===== src/shared/hacc_pkg.sv =====
// shared constants, command codes, carrier types and helpers of the host audio command core
package hacc_pkg;
    // clock and rates, each figure in its own unit
    localparam int CLK_HZ = 10_000_000;
    localparam int SAMPLE_HZ = 8000;
    localparam int PWM_HZ = 256_000;
    localparam int DUR_UNIT_MS = 1;
    localparam int TICK_CYC = CLK_HZ / SAMPLE_HZ;
    localparam int PWM_CYC = CLK_HZ / PWM_HZ;
    localparam int MS_CYC = CLK_HZ / 1000 * DUR_UNIT_MS;
    localparam logic [10:0] TICK_LAST = 11'(TICK_CYC - 1);
    localparam logic [5:0] PWM_LAST = 6'(PWM_CYC - 1);
    // command word layout
    localparam int WORD_W = 16;
    localparam int CMD_BUF_DEPTH = 2;
    localparam int AUD_FIFO_DEPTH = 8;
    localparam logic [4:0] BITS_SHORT = 5'h08;
    localparam logic [4:0] BITS_FULL = 5'h10;
    localparam int ARG_LSB = 4;
    localparam int TONE_ARG_LSB = 2;
    localparam logic [1:0] OP_TONE = 2'h3;
    localparam logic [3:0] OP_RESET = 4'h0;
    localparam logic [3:0] OP_STOP = 4'h1;
    localparam logic [3:0] OP_VOL = 4'h2;
    localparam logic [3:0] OP_DUR = 4'h4;
    localparam logic [3:0] OP_PCM = 4'h5;
    localparam logic [3:0] OP_ADPCM = 4'h6;
    // reset values
    localparam logic [11:0] DUR_RESET = 12'h000;
    localparam logic [3:0] VOL_RESET = 4'hF;
    // pitch index to phase step: 2^25 / (4.096 * 8000) = 2^10
    localparam int PHASE_SHIFT = 10;
    // volume: gain = level * 273 / 4096, close to level / 15
    localparam int VOL_MUL = 273;
    localparam logic [5:0] DUTY_OFS = 6'h03;
    localparam logic [6:0] ADPCM_IDX_MAX = 7'h58;
    localparam logic [14:0] ADPCM_STEP [89] = '{
        7, 8, 9, 10, 11, 12, 13, 14, 16, 17, 19, 21, 23, 25, 28, 31, 34, 37, 41, 45,
        50, 55, 60, 66, 73, 80, 88, 97, 107, 118, 130, 143, 157, 173, 190, 209, 230,
        253, 279, 307, 337, 371, 408, 449, 494, 544, 598, 658, 724, 796, 876, 963,
        1060, 1166, 1282, 1411, 1552, 1707, 1878, 2066, 2272, 2499, 2749, 3024, 3327,
        3660, 4026, 4428, 4871, 5358, 5894, 6484, 7132, 7845, 8630, 9493, 10442, 11487,
        12635, 13899, 15289, 16818, 18500, 20350, 22385, 24623, 27086, 29794, 32767};
    localparam logic signed [7:0] ADPCM_IDX_DELTA [8] = '{-1, -1, -1, -1, 2, 4, 6, 8};

    typedef struct packed {
        logic [WORD_W-1:0] word;
        logic full;
    } hacc_cmd_s;

    typedef enum logic [2:0] {
        KIND_BAD, KIND_RESET, KIND_STOP, KIND_VOL, KIND_DUR, KIND_TONE, KIND_PCM, KIND_ADPCM
    } hacc_kind_e;

    typedef enum logic [1:0] {ENG_IDLE, ENG_TONE, ENG_SAMPLE} hacc_eng_e;

    // opcode sits in the low bits; long commands need all 16 bits shifted in
    function automatic hacc_kind_e hacc_decode(input hacc_cmd_s c);
        hacc_kind_e k;
        k = KIND_BAD;
        if (c.word[1:0] == OP_TONE)
            k = c.full ? KIND_TONE : KIND_BAD;
        else
            case (c.word[3:0])
                OP_RESET: k = KIND_RESET;
                OP_STOP: k = KIND_STOP;
                OP_VOL: k = KIND_VOL;
                OP_DUR: k = c.full ? KIND_DUR : KIND_BAD;
                OP_PCM: k = c.full ? KIND_PCM : KIND_BAD;
                OP_ADPCM: k = KIND_ADPCM;
                default: k = KIND_BAD;
            endcase
        return k;
    endfunction
endpackage


===== src/rtl/hacc_fifo.sv =====
// parameterised first-in first-out buffer with valid/ready on both sides and a flush
`timescale 1ns/1ps
module hacc_fifo #(
    parameter int WIDTH = 17,
    parameter int DEPTH = 8
)
(
    input wire logic clock,
    input wire logic rst,
    input wire logic flush,
    input wire logic in_valid,
    output logic in_ready,
    input wire logic [WIDTH-1:0] in_data,
    output logic out_valid,
    input wire logic out_ready,
    output logic [WIDTH-1:0] out_data
);
    // depth must be a power of two so the extra pointer bit wraps cleanly
    localparam int AW = $clog2(DEPTH);
    logic [WIDTH-1:0] mem_reg [DEPTH];
    logic [AW:0] wr_reg, rd_reg, level;
    logic push, pop;

    // full and empty come from the pointer distance
    assign level = wr_reg - rd_reg;
    assign in_ready = level != (AW + 1)'(DEPTH);
    assign out_valid = level != '0;
    assign out_data = mem_reg[rd_reg[AW-1:0]];
    assign push = in_valid & in_ready & ~flush;
    assign pop = out_valid & out_ready & ~flush;

    // storage is not reset; only the pointers need a defined state
    always_ff @(posedge clock)
    begin
        if (push)
            mem_reg[wr_reg[AW-1:0]] <= in_data;
    end

    always_ff @(posedge clock or posedge rst)
    begin
        if (rst)
        begin
            wr_reg <= '0;
            rd_reg <= '0;
        end
        else
        begin
            wr_reg <= flush ? rd_reg : wr_reg + (AW + 1)'(push);
            rd_reg <= rd_reg + (AW + 1)'(pop);
        end
    end
endmodule


===== src/rtl/hacc_sine_rom.sv =====
// sine lookup memory: quarter wave unfolded to a full cycle, registered read data
`timescale 1ns/1ps
module hacc_sine_rom (
    input wire logic clock,
    input wire logic rst,
    input wire logic [6:0] addr,
    output logic signed [11:0] sine_reg
);
    localparam logic [10:0] QUARTER [32] = '{
        50, 151, 251, 350, 449, 546, 642, 737, 830, 920, 1009, 1095, 1179, 1259, 1337, 1411,
        1483, 1550, 1614, 1674, 1729, 1781, 1828, 1871, 1910, 1944, 1973, 1997, 2017, 2032,
        2041, 2046};
    logic [4:0] quarter_idx;
    logic [10:0] magnitude;

    // second quarter of each half walks the table backwards, second half negates
    assign quarter_idx = addr[5] ? ~addr[4:0] : addr[4:0];
    assign magnitude = QUARTER[quarter_idx];

    always_ff @(posedge clock or posedge rst)
    begin
        if (rst)
            sine_reg <= 12'h000;
        else
            sine_reg <= addr[6] ? -$signed({1'b0, magnitude}) : $signed({1'b0, magnitude});
    end
endmodule


===== src/rtl/hacc_core.sv =====
// host audio command core: serial command port, command buffer, tone and sample playback
`timescale 1ns/1ps
module hacc_core
    import hacc_pkg::*;
#(
    parameter int MS_CYCLES = MS_CYC
)
(
    input wire logic clock,
    input wire logic rst,
    input wire logic host_clk,
    input wire logic host_cs_n,
    input wire logic host_serial_in,
    output logic rdy_n,
    output logic busy,
    output logic spk_p,
    output logic spk_n
);

    logic [2:0] sck_sync_reg, cs_sync_reg;
    logic [1:0] sdi_sync_reg;
    logic sck_rise, cs_low, cs_rise, shift_en;
    logic [15:0] shift_reg, shift_next;
    logic [4:0] bits_reg, bits_next;
    hacc_cmd_s new_cmd, aud_out;
    hacc_cmd_s [1:0] cmd_buf_reg, buf_next;
    logic [1:0] buf_cnt_reg, cnt_next;
    hacc_kind_e head_kind, out_kind;
    logic head_valid, head_audio, buf_push, buf_pop, aud_in_ready, aud_out_valid;
    logic exec_reset, exec_stop, exec_vol, exec_dur, ctrl_flush;
    logic [3:0] vol_reg;
    logic [11:0] dur_reg, left_reg, left_next;
    hacc_eng_e eng_reg, eng_next;
    logic [10:0] tick_cnt_reg;
    logic [15:0] ms_cnt_reg, ms_next;
    logic tick, ms_wrap, tone_hold, tone_expire, fifo_take, aud_pop;
    logic pop_tone, pop_pcm, pop_adpcm, mute_reg, mute_next, finite_reg;
    logic [13:0] tone_idx;
    logic [23:0] inc_reg;
    logic [24:0] phase_reg, phase_next;
    logic signed [11:0] rom_q, tone_val, sample_sel, sample_reg, sample_next, vol_out;
    logic signed [15:0] pred_reg, adp_pred;
    logic [6:0] step_idx_reg, adp_idx;
    logic [3:0] nib;
    logic [14:0] step;
    logic [16:0] adp_diff;
    logic signed [17:0] adp_sum;
    logic signed [7:0] adp_idx_sum;
    logic signed [26:0] vol_gain, vol_prod;
    logic [5:0] pwm_cnt_reg, duty_reg;
    logic [11:0] dsm_u;
    logic signed [15:0] dsm_v, dsm_e, err1_reg, err2_reg;
    logic [4:0] dsm_q;
    logic frame;
    logic [10:0] idle_wait_reg;

    // host pins come from another clock domain: two flops before any use
    always_ff @(posedge clock or posedge rst)
    begin
        if (rst)
        begin
            sck_sync_reg <= 3'h0;
            cs_sync_reg <= 3'h7;
            sdi_sync_reg <= 2'h0;
        end
        else
        begin
            sck_sync_reg <= {sck_sync_reg[1:0], host_clk};
            cs_sync_reg <= {cs_sync_reg[1:0], host_cs_n};
            sdi_sync_reg <= {sdi_sync_reg[0], host_serial_in};
        end
    end

    // edges seen on the synchronised copies; data has the same delay as the clock
    assign sck_rise = sck_sync_reg[1] & ~sck_sync_reg[2];
    assign cs_low = ~cs_sync_reg[1];
    assign cs_rise = cs_sync_reg[1] & ~cs_sync_reg[2];
    assign shift_en = cs_low & sck_rise;
    assign shift_next = shift_en ? {shift_reg[14:0], sdi_sync_reg[1]} : shift_reg;
    // older bits fall off the top, so the last 16 always remain
    assign bits_next = cs_rise ? 5'h00
        : (shift_en && bits_reg != BITS_FULL) ? bits_reg + 5'h01 : bits_reg;
    assign new_cmd = '{word: shift_reg, full: bits_reg == BITS_FULL};

    // command buffer: word of at least 8 bits latched on chip select rise when a slot is free
    assign buf_push = cs_rise && bits_reg >= BITS_SHORT
        && buf_cnt_reg != 2'(CMD_BUF_DEPTH);
    assign head_valid = buf_cnt_reg != 2'h0;
    assign head_kind = hacc_decode(cmd_buf_reg[0]);
    assign head_audio = head_kind inside {KIND_TONE, KIND_PCM, KIND_ADPCM};
    // a control word at the head never waits on the audio queue; audio waits for queue room
    assign buf_pop = head_valid & (~head_audio | aud_in_ready);
    assign exec_reset = buf_pop & (head_kind == KIND_RESET);
    assign exec_stop = buf_pop & (head_kind == KIND_STOP);
    assign exec_vol = buf_pop & (head_kind == KIND_VOL);
    assign exec_dur = buf_pop & (head_kind == KIND_DUR);
    assign ctrl_flush = exec_reset | exec_stop;

    always_comb
    begin
        buf_next = cmd_buf_reg;
        cnt_next = buf_cnt_reg;
        if (buf_pop)
        begin
            buf_next[0] = cmd_buf_reg[1];
            cnt_next = cnt_next - 2'h1;
        end
        if (buf_push)
        begin
            buf_next[cnt_next[0]] = new_cmd;
            cnt_next = cnt_next + 2'h1;
        end
    end

    always_ff @(posedge clock or posedge rst)
    begin
        if (rst)
        begin
            shift_reg <= 16'h0000;
            bits_reg <= 5'h00;
            cmd_buf_reg <= '0;
            buf_cnt_reg <= 2'h0;
        end
        else
        begin
            shift_reg <= shift_next;
            bits_reg <= bits_next;
            cmd_buf_reg <= buf_next;
            buf_cnt_reg <= cnt_next;
        end
    end

    // settings written by control commands
    always_ff @(posedge clock or posedge rst)
    begin
        if (rst)
        begin
            vol_reg <= VOL_RESET;
            dur_reg <= DUR_RESET;
        end
        else
        begin
            vol_reg <= exec_vol ? cmd_buf_reg[0].word[7:4] : vol_reg;
            // kept until replaced, so every later tone uses it
            dur_reg <= exec_reset ? DUR_RESET
                : exec_dur ? cmd_buf_reg[0].word[15:4] : dur_reg;
        end
    end

    // audio queue; when it fills, the buffer fills and ready drops
    hacc_fifo #(
        .WIDTH($bits(hacc_cmd_s)),
        .DEPTH(AUD_FIFO_DEPTH)
    ) u_aud_fifo (
        .clock(clock),
        .rst(rst),
        .flush(ctrl_flush),
        .in_valid(head_valid & head_audio),
        .in_ready(aud_in_ready),
        .in_data(cmd_buf_reg[0]),
        .out_valid(aud_out_valid),
        .out_ready(fifo_take),
        .out_data(aud_out)
    );

    hacc_sine_rom u_sine (
        .clock(clock),
        .rst(rst),
        .addr(phase_reg[24:18]),
        .sine_reg(rom_q)
    );

    // playback timing: one decision per 8 kHz tick
    assign tick = tick_cnt_reg == TICK_LAST;
    assign ms_wrap = ms_cnt_reg == 16'(MS_CYCLES - 1);
    assign tone_hold = (eng_reg == ENG_TONE) & finite_reg;
    assign tone_expire = tone_hold & ms_wrap & (left_reg == 12'h001);
    // a finite tone blocks the queue; an endless one yields to the next audio word
    assign fifo_take = tick & ~tone_hold & ~ctrl_flush;
    assign aud_pop = fifo_take & aud_out_valid;
    assign out_kind = hacc_decode(aud_out);
    assign pop_tone = aud_pop & (out_kind == KIND_TONE);
    assign pop_pcm = aud_pop & (out_kind == KIND_PCM);
    assign pop_adpcm = aud_pop & (out_kind == KIND_ADPCM);
    assign tone_idx = aud_out.word[15:TONE_ARG_LSB];

    always_comb
    begin
        eng_next = eng_reg;
        if (pop_tone)
            eng_next = ENG_TONE;
        else if (pop_pcm | pop_adpcm)
            eng_next = ENG_SAMPLE;
        else
        begin
            unique case (eng_reg)
                ENG_IDLE: eng_next = ENG_IDLE;
                ENG_SAMPLE: eng_next = tick ? ENG_IDLE : ENG_SAMPLE;
                ENG_TONE: eng_next = tone_expire ? ENG_IDLE : ENG_TONE;
            endcase
        end
        if (ctrl_flush)
            eng_next = ENG_IDLE;
    end

    // index zero keeps the previous step and mutes; any other audio un-mutes
    assign mute_next = pop_tone ? (tone_idx == 14'h0000)
        : (pop_pcm | pop_adpcm | ctrl_flush) ? 1'b0 : mute_reg;
    assign phase_next = (tick && eng_next == ENG_TONE)
        ? phase_reg + {1'b0, inc_reg} : phase_reg;
    assign left_next = pop_tone ? dur_reg
        : (tone_hold & ms_wrap) ? left_reg - 12'h001 : left_reg;
    assign ms_next = (pop_tone | ms_wrap | ~tone_hold) ? 16'h0000 : ms_cnt_reg + 16'h0001;

    // IMA ADPCM step: nibble scales the current step size
    assign nib = aud_out.word[7:4];
    assign step = ADPCM_STEP[step_idx_reg];
    assign adp_diff = 17'(step >> 3) + (nib[2] ? 17'(step) : 17'h00000)
        + (nib[1] ? 17'(step >> 1) : 17'h00000) + (nib[0] ? 17'(step >> 2) : 17'h00000);
    assign adp_sum = nib[3] ? 18'(pred_reg) - $signed({1'b0, adp_diff})
        : 18'(pred_reg) + $signed({1'b0, adp_diff});
    assign adp_pred = (adp_sum > 18'sh07FFF) ? 16'sh7FFF
        : (adp_sum < 18'sh38000) ? 16'sh8000 : adp_sum[15:0];
    assign adp_idx_sum = $signed({1'b0, step_idx_reg}) + ADPCM_IDX_DELTA[nib[2:0]];
    assign adp_idx = (adp_idx_sum < 0) ? 7'h00
        : (adp_idx_sum > $signed({1'b0, ADPCM_IDX_MAX})) ? ADPCM_IDX_MAX : adp_idx_sum[6:0];

    // sample for the modulator; idle or muted gives mid-scale, the DC average
    assign tone_val = mute_next ? 12'sh000 : rom_q;
    assign sample_sel = (eng_next == ENG_TONE) ? tone_val
        : pop_pcm ? $signed(aud_out.word[15:ARG_LSB])
        : pop_adpcm ? adp_pred[15:4] : 12'sh000;
    assign sample_next = (eng_next == ENG_IDLE) ? 12'sh000 : tick ? sample_sel : sample_reg;

    always_ff @(posedge clock or posedge rst)
    begin
        if (rst)
        begin
            eng_reg <= ENG_IDLE;
            tick_cnt_reg <= 11'h000;
            ms_cnt_reg <= 16'h0000;
            left_reg <= 12'h000;
            finite_reg <= 1'b0;
            mute_reg <= 1'b0;
            inc_reg <= 24'h000000;
            phase_reg <= 25'h0000000;
            sample_reg <= 12'sh000;
            pred_reg <= 16'sh0000;
            step_idx_reg <= 7'h00;
        end
        else
        begin
            eng_reg <= eng_next;
            tick_cnt_reg <= tick ? 11'h000 : tick_cnt_reg + 11'h001;
            ms_cnt_reg <= ms_next;
            left_reg <= left_next;
            finite_reg <= pop_tone ? (dur_reg != 12'h000) : finite_reg;
            mute_reg <= mute_next;
            // step = index * 2^25 / (4.096 * 8000) per sample
            if (pop_tone && tone_idx != 14'h0000)
                inc_reg <= {tone_idx, PHASE_SHIFT'(0)};
            phase_reg <= phase_next;
            sample_reg <= sample_next;
            pred_reg <= ctrl_flush ? 16'sh0000 : pop_adpcm ? adp_pred : pred_reg;
            step_idx_reg <= ctrl_flush ? 7'h00 : pop_adpcm ? adp_idx : step_idx_reg;
        end
    end

    // volume: linear gain level/15; level zero only scales, switching carries on
    assign vol_gain = 27'(vol_reg * VOL_MUL);
    assign vol_prod = 27'(sample_reg) * vol_gain;
    assign vol_out = vol_prod[23:12];

    // second-order error feedback, noise transfer (1 - z^-1)^2, 32x oversampled
    assign frame = pwm_cnt_reg == 6'h00;
    assign dsm_u = {~vol_out[11], vol_out[10:0]};
    assign dsm_v = $signed({4'h0, dsm_u}) + (err1_reg <<< 1) - err2_reg;
    assign dsm_q = (dsm_v < 0) ? 5'h00 : (dsm_v > 16'sh0FFF) ? 5'h1F : dsm_v[11:7];
    assign dsm_e = dsm_v - $signed({4'h0, dsm_q, 7'h00});

    // pwm frame of 39 clocks gives 256 kHz switching
    always_ff @(posedge clock or posedge rst)
    begin
        if (rst)
        begin
            pwm_cnt_reg <= 6'h00;
            duty_reg <= 6'h00;
            err1_reg <= 16'sh0000;
            err2_reg <= 16'sh0000;
            spk_p <= 1'b0;
            spk_n <= 1'b1;
            rdy_n <= 1'b1;
            busy <= 1'b0;
        end
        else
        begin
            pwm_cnt_reg <= (pwm_cnt_reg == PWM_LAST) ? 6'h00 : pwm_cnt_reg + 6'h01;
            if (frame)
            begin
                duty_reg <= 6'(dsm_q) + DUTY_OFS;
                err1_reg <= dsm_e;
                err2_reg <= err1_reg;
            end
            spk_p <= pwm_cnt_reg < duty_reg;
            spk_n <= pwm_cnt_reg >= duty_reg;
            // a word being shifted will take a slot, so ready drops during it
            rdy_n <= cs_low | (buf_cnt_reg == 2'(CMD_BUF_DEPTH));
            // an endless tone does not hold busy, so hosts pacing on busy can go on
            busy <= cs_low | head_valid | aud_out_valid
                | (eng_reg == ENG_SAMPLE) | tone_hold;
        end
    end

    // cycles that queued audio has waited on an idle engine; a stuck take shows as overrun
    always_ff @(posedge clock or posedge rst)
    begin
        if (rst)
            idle_wait_reg <= 11'h000;
        else
            idle_wait_reg <= (eng_reg == ENG_IDLE && aud_out_valid)
                ? idle_wait_reg + 11'h001 : 11'h000;
    end
endmodule


===== config.mk =====
export PLATFORM = sky130hd
export DESIGN_NAME = hacc_core
export DESIGN_NICKNAME = d
export VERILOG_FILES = /design/src/shared/hacc_pkg.sv /design/src/rtl/hacc_fifo.sv /design/src/rtl/hacc_sine_rom.sv /design/src/rtl/hacc_core.sv
export SDC_FILE = /design/constraint.sdc
export NUM_CORES = 1
export LEC_CHECK = 0
export ABC_AREA = 0
export BUFFER_PORTS_ARGS = -buffer_cell sky130_fd_sc_hd__buf_4
export CAP_MARGIN = 10
export CORE_MARGIN = 8
export CORE_UTILIZATION = 45
export CTS_CLUSTER_DIAMETER = 60
export CTS_CLUSTER_SIZE = 28
export DETAILED_ROUTE_END_ITERATION = 16
export PLACE_DENSITY = 0.71
export SYNTH_ARGS = -nofsm -noshare
export SYNTH_HDL_FRONTEND = slang
export SYNTH_SLANG_ARGS = --single-unit
export TNS_END_PERCENT = 10

===== constraint.sdc =====
create_clock -name clock -period 24.7 [get_ports clock]
set_input_delay 2.47 -clock clock [delete_from_list [all_inputs] [get_ports clock]]
set_output_delay 2.47 -clock clock [all_outputs]
set_load 0.005 [all_outputs]

### Word-level counts from Yosys, hierarchy flattened

Memory sizes are Yosys's and may differ from the RTL's.
Index checks and enable logic that the tools add are counted.
W data, S select, Z words.

* bits in read-only memories: 2336
* bits in latches: 0
* input port bits: 5
* bits in registers: 266
* output and inout port bits: 4
* logic and storage cells: 240
* memories: 4
* bits in writable memories: 136

Memories
* (no name shown): words 128, bits a word 15, rd ports 1, clocked after Yosys merged registers in 0, write ports 0, line hacc_core.sv:217 `assign step = ADPCM_STEP[step_idx_reg];`
* (no name shown): words 32, bits a word 11, rd ports 1, clocked after Yosys merged registers in 0, write ports 0, line hacc_sine_rom.sv:18 `assign magnitude = QUARTER[quarter_idx];`
* u_aud_fifo.mem_reg: words 8, bits a word 17, rd ports 1, clocked after Yosys merged registers in 0, write ports 1, line hacc_fifo.sv:20 `logic [WIDTH-1:0] mem_reg [DEPTH];`
* (no name shown): words 8, bits a word 8, rd ports 1, clocked after Yosys merged registers in 0, write ports 0, line hacc_core.sv:224 `assign adp_idx_sum = $signed({1'b0, step_idx_reg}) + ADPCM_IDX_DELTA[nib[2:0]];`

* mux-type cells: 65
* shifts and indexed selects: 0
* $add $sub $neg: 22
* divide/modulo/power cells: 0
* eq/ne operators: 34
* bitwise gates (word level): 43
* $mul: 2
* reductions and logical operators: 22
* $lt $le $gt $ge: 14

Operators by type and width (number)
* $mux W12: 11
* $mux W16: 5
* $mux W17: 3
* $mux W15: 3
* $pmux W3 S6: 2
* $bwmux W34: 1
* $mux W11: 3
* $mux W7: 4
* $add A25 B24 Y25: 1
* $mux W5: 5
* $eq A4 B3 Y1 const B: 6
* $mul A12 B14 Y24: 1
* $mux W3: 8
* $and A1 B1 Y1: 21
* $eq A3 B3 Y1 const B: 7
* $add A16 B18 Y18: 1
* $gt A18 B16 Y1 const B: 1
* $lt A18 B16 Y1 const B: 1
* $mux W18: 1
* $sub A16 B18 Y18: 1
* $add A16 B14 Y17: 1
* $add A17 B13 Y17: 1
* $demux W17 S1: 1
* $add A12 B15 Y16: 1
* other kinds (66): 112

### Depth between registers and ports, before layout

* depth after elaboration: 22
* mapped depth: 44
* mapped depth without buffers: 41

### Hierarchy

Synthesis repeated with hierarchy kept, for this count alone.

* cells, all modules: 2801
* area, all modules: 27865.5 sq um

Modules (own cells, without submodules)
* hacc_core: area an instance 20329.5 sq um, seq. area each 5916.9 sq um, cells an instance 2269, instances 1
* hacc_fifo: area an instance 5699.2 sq um, seq. area each 4284.1 sq um, cells an instance 296, instances 1
* hacc_sine_rom: area an instance 1836.8 sq um, seq. area each 300.3 sq um, cells an instance 236, instances 1

### Least setup slack after synthesis

Ideal clock, no wire load.

* kind: flip-flop to flip-flop
* from: register vol_reg[1]
* to: register err1_reg[13]
* setup time: 0.126 ns
* required time: 24.574 ns
* data arrival time: 9.594 ns
* period minus slack after synthesis: 9.719 ns
* stages on the path, launching flop included: 45
* buffers on the path: 4
* slack: 14.981 ns
* path through: dfstp_2 > clkbuf_1 > nand2_1 > fa_1 > inv_1 > fa_1 > inv_1 > fa_1 > inv_1 > fa_1 > inv_1 > fa_1 > inv_1 > ha_1 > a2111oi_0 > nand2_1 > a21oi_1 > o31ai_1 > [9 not listed] > a21o_1 > a21o_1 > a21o_1 > a2111oi_0 > a211oi_1 > o211ai_1 > and3_1 > clkbuf_1 > a21oi_1 > ha_1 > inv_1 > ha_1 > buf_1 > nor2_1 > and4_1 > o2111a_1 > mux2i_1 > nand2_1

* longest elaborated chain between the ends: 9
* elaborated cells between the ends (all ways): 10
* classes of those cells: add/sub (3); mul (2); order compare (2); mux (2); bitwise (1)

Ends and longest elaborated chain
* from (decl): line hacc_core.sv:31 `logic [3:0] vol_reg;`
* from (signal assigned): line hacc_core.sv:143 `vol_reg <= exec_vol ? cmd_buf_reg[0].word[7:4] : vol_reg;`
* $mul A4 B9 Y13 *: line hacc_core.sv:270 `assign vol_gain = 27'(vol_reg * VOL_MUL);`
* $mul A12 B14 Y24 *: line hacc_core.sv:271 `assign vol_prod = 27'(sample_reg) * vol_gain;`
* $not A1 Y1: line hacc_core.sv:276 `assign dsm_u = {~vol_out[11], vol_out[10:0]};`
* $add A13 B16 Y16 *: line hacc_core.sv:277 `assign dsm_v = $signed({4'h0, dsm_u}) + (err1_reg <<< 1) - err2_reg;`
* $sub A16 B16 Y16 *: line hacc_core.sv:277
* $gt A16 B13 Y1: line hacc_core.sv:278 `assign dsm_q = (dsm_v < 0) ? 5'h00 : (dsm_v > 16'sh0FFF) ? 5'h1F : dsm_v[11:7];`
* $mux W5 (2 in a row): line hacc_core.sv:278
* $sub A16 B13 Y16 *: line hacc_core.sv:279 `assign dsm_e = dsm_v - $signed({4'h0, dsm_q, 7'h00});`
* to (signal assigned): line hacc_core.sv:301 `err1_reg <= dsm_e;`
* to (decl): line hacc_core.sv:52 `logic signed [15:0] dsm_v, dsm_e, err1_reg, err2_reg;`

Every way passes the cells marked *; elsewhere a longest branch is shown, timed or not.
A chain may end at the register's enable or synchronous reset.

### Final worst setup path

Ends and elaborated chain as after synthesis.

==> metrics.csv <==
stage,metric,value,unit
sta,slack of the critical path,14.13,ns
yosys,"count leader, synth",nand2_1,
yosys,Yosys cell types,90,
sta,count of final max-slew check failures,0,
power,Pwr Density,44.2,nW/um^2
global_route,Overflow after GRT,0,
layout,cell area after layout,29000,sq um
worst_setup_path,top cell family by delay on the critical path,adder cells,
route,drt initial violations,1662,
sta,final clock skew,0.0885,ns
clock_network,total clock buffers created by CTS,30,
yosys,Syn Inst Count,2735,
route,via count,20006,
global_route,vias in the first global route,20289,
route,DRT antenna net count,0,
sta,RSZ-0062 raised after global routing,no,
worst_setup_path,cell count along the critical path,35,
yosys,asr flop ratio synth,65.3,%
placement,DP Area,27900,sq um
sta,TNS Setup,0,ns
global_route,global-route wire length before repair,102,mm
placement,Detailed Place HPWL,44.5,mm
placement,Final GP Congestion,0.911,
worst_hold_path,hold path depth,0,
sta,Max Clk Rate,94.6,MHz
clock_network,postcts setup bufs,0,
worst_setup_path,Reg2Reg Launch Point,vol_reg[1],
clock_network,H-tree lvl count,1,
worst_setup_path,Critical Path RT,25.15,ns
layout,Area growth syn-to-layout,6.83,%
global_route,met3 Use GR,2.36,%
placement,Buffers on Ports,8,
die,die height,262,um
layout,max FFs per register,136,
worst_setup_path,r2r setup slk,14.13,ns
clock_network,clock slew at reported path FFs,0.10,ns
clock_network,Post-CTS Hold Buffers,0,
sta,final hold slack,0.367,ns
power,LEAKAGE,13.3,nW
worst_setup_path,Reg2Reg Depth,35,
sta,Final Cycle Share,42.8,%
yosys,top cell type's share of synthesized area,22.7,%
clock_network,clock latency on the worst-skew pair,0.65,ns
yosys,"top cells by area, synth","dfrtp_1 23%, edfxtp_1 15%, ha_1 8.8%",
global_route,antenna violations before repair,0,
route,Via-to-Cell Ratio,5.75,
yosys,"Top FF cell, synth",dfrtp_1,
yosys,leading area contributor after synthesis,dfrtp_1,
worst_setup_path,"Max FO, Critical Path",13,
worst_hold_path,Hold Startpoint,sdi_sync_reg[0],
worst_setup_path,CP max stage cell,nor3_1,
power,Total Power,1.28,mW
die,cell row count,90,
global_route,grt peak-use layer,met2,
yosys,Post-synth top cells,"277 x nand2_1, 263 x inv_1, 247 x dfrtp_1",
clock_network,CTS tree,done,
layout,FF+latch area,10500,sq um
route,first-pass iteration count of the detailed router,5,
yosys,Mapped Nets,3042,
route,Routed WL per cell,17.5,um
die,DIE WIDTH,262,um
die,Core Area,60000,sq um
worst_hold_path,Hold Path Sink,sdi_sync_reg[1],
layout,Nets,2981,
global_route,GR Util met2,31.1,%
clock_network,TritonCTS Sinks,392,
worst_setup_path,RR Endpoint,err1_reg[13],
global_route,met1 usage,23.1,%
worst_setup_path,crit-path most repeated cell,fa_1,
worst_setup_path,worst path arrival time,11.03,ns
yosys,Syn Area/Cell,9.93,sq um
yosys,post-synthesis sequential area ratio,38.7,%
worst_setup_path,Worst setup EP type,flip-flop,
global_route,pin count of the biggest net entering global routing,120,
sta,Worst slew margin,18.9,%
route,DRC violation count after routing,0,
yosys,Synth Warn #,0,
yosys,post-synthesis register bit count,392,
worst_setup_path,WP buf/inv,4,
worst_hold_path,Hold Path Class,flip-flop to flip-flop,
sta,Slew @ Worst Pin,1.22,ns
placement,pre-CTS setup slack,14.23,ns
worst_setup_path,CP Launch Point,vol_reg[1],
global_route,Total GRT Usage,17.9,%
sta,post-layout minimum cycle time,10.57,ns
worst_setup_path,Setup CP Type,flip-flop to flip-flop,
clock_network,clk buf depth,3,
clock_network,root buffer cell,clkbuf_16,
layout,ant diodes,0,
worst_setup_path,Slowest Stage Delay on Critical Path,0.80,ns
die,io pins,9,
worst_setup_path,CP startpoint kind,flip-flop,
die,die footprint,68500,sq um
die,Initial Util,45.3,%
sta,final hold vios,0,
layout,Filler Cell Count,5413,
power,VDD IR max,59.0,uV
layout,multi-input logic area,15200,sq um
route,Routed WL,61.0,mm
run_status,outcome,completed,
yosys,mapped cell area,27200,sq um
flow_run,max-cap viol count,0,
sta,Final setup violation count,0,
layout,share of cells above drive strength 1,8.27,%
yosys,Post-synth EDFFs,136,
clock_network,CTS resizes,0,
stage by stage:
step	utilization, %	instances
CTS	48.3	3479
global route	48.4	3480
detailed placement	46.5	3423
finish	48.4	3480
floorplan	-	2735
global placement	46.5	3423
worst reg2reg max path: cells and delay by family (launching register included):
family	cells	cell delay (ns)
adders and majority gates	10	4.41
muxes	1	0.15
and+or+nand+nor	8	1.71
buffers and inverters	4	0.29
AOI/OAI and AO/OA	11	3.09
DFF	1	0.66
xor gates and xnor gates	1	0.15
layer usage:
layer  part of all wire [%]  vias up
met5                      0        -
met4                    2.7        0
met3                    5.0      112
met2                     49      539
met1                     43     9904
li1                       -     9451
layout make-up:
| cell class | instances | area share (%) |
|---|---|---|
| clock buffer | 34 | 2.67 |
| clock inverter | 22 | 1.10 |
| inverter | 266 | 3.47 |
| multi-input combinational | 1950 | 52.3 |
| sequential | 392 | 36.2 |
| tap | 782 | 3.37 |
| timing repair buffer | 34 | 0.892 |
logic make-up after synthesis:
logic type | Yosys count | share of synthesized area [%]
and+or+nand+nor | 774 | 13.1
xor gates and xnor gates | 155 | 5.02
adders and majority gates | 302 | 17.0
buffers and inverters | 393 | 5.54
muxes | 138 | 6.97
DFF | 392 | 38.7
AOI/OAI and AO/OA | 581 | 13.7
power breakdown:
group	internal [mW]	switching, mW
logic	0.0244	0.0423
clock network	0.257	0.270
registers	0.679	0.00963
placed cells by master (no fill, tap or decap), types with 60 or more instances in the layout:
| cell type | netlist | routed |
|---|---|---|
| o21ai_0 | 162 | 162 |
| edfxtp_1 | 136 | 136 |
| fa_1 | 111 | 111 |
| mux2_2 | 60 | 60 |
| ha_1 | 191 | 191 |
| inv_1 | 263 | 262 |
| dfrtp_1 | 247 | 245 |
| xnor2_1 | 97 | 97 |
| nand2_1 | 277 | 277 |
| a21oi_1 | 145 | 145 |
| nor2_1 | 217 | 217 |
worst max path at each step:
stage / to / slack, ns
after floorplan: err1_reg[13] / 14.98
after global placement: err1_reg[13] / 14.53
after detailed placement: err1_reg[13] / 14.23
after CTS: err1_reg[13] / 14.21
after global routing: err1_reg[13] / 13.40
final: err1_reg[13] / 14.13
Power figures use the tool's default switching activity.
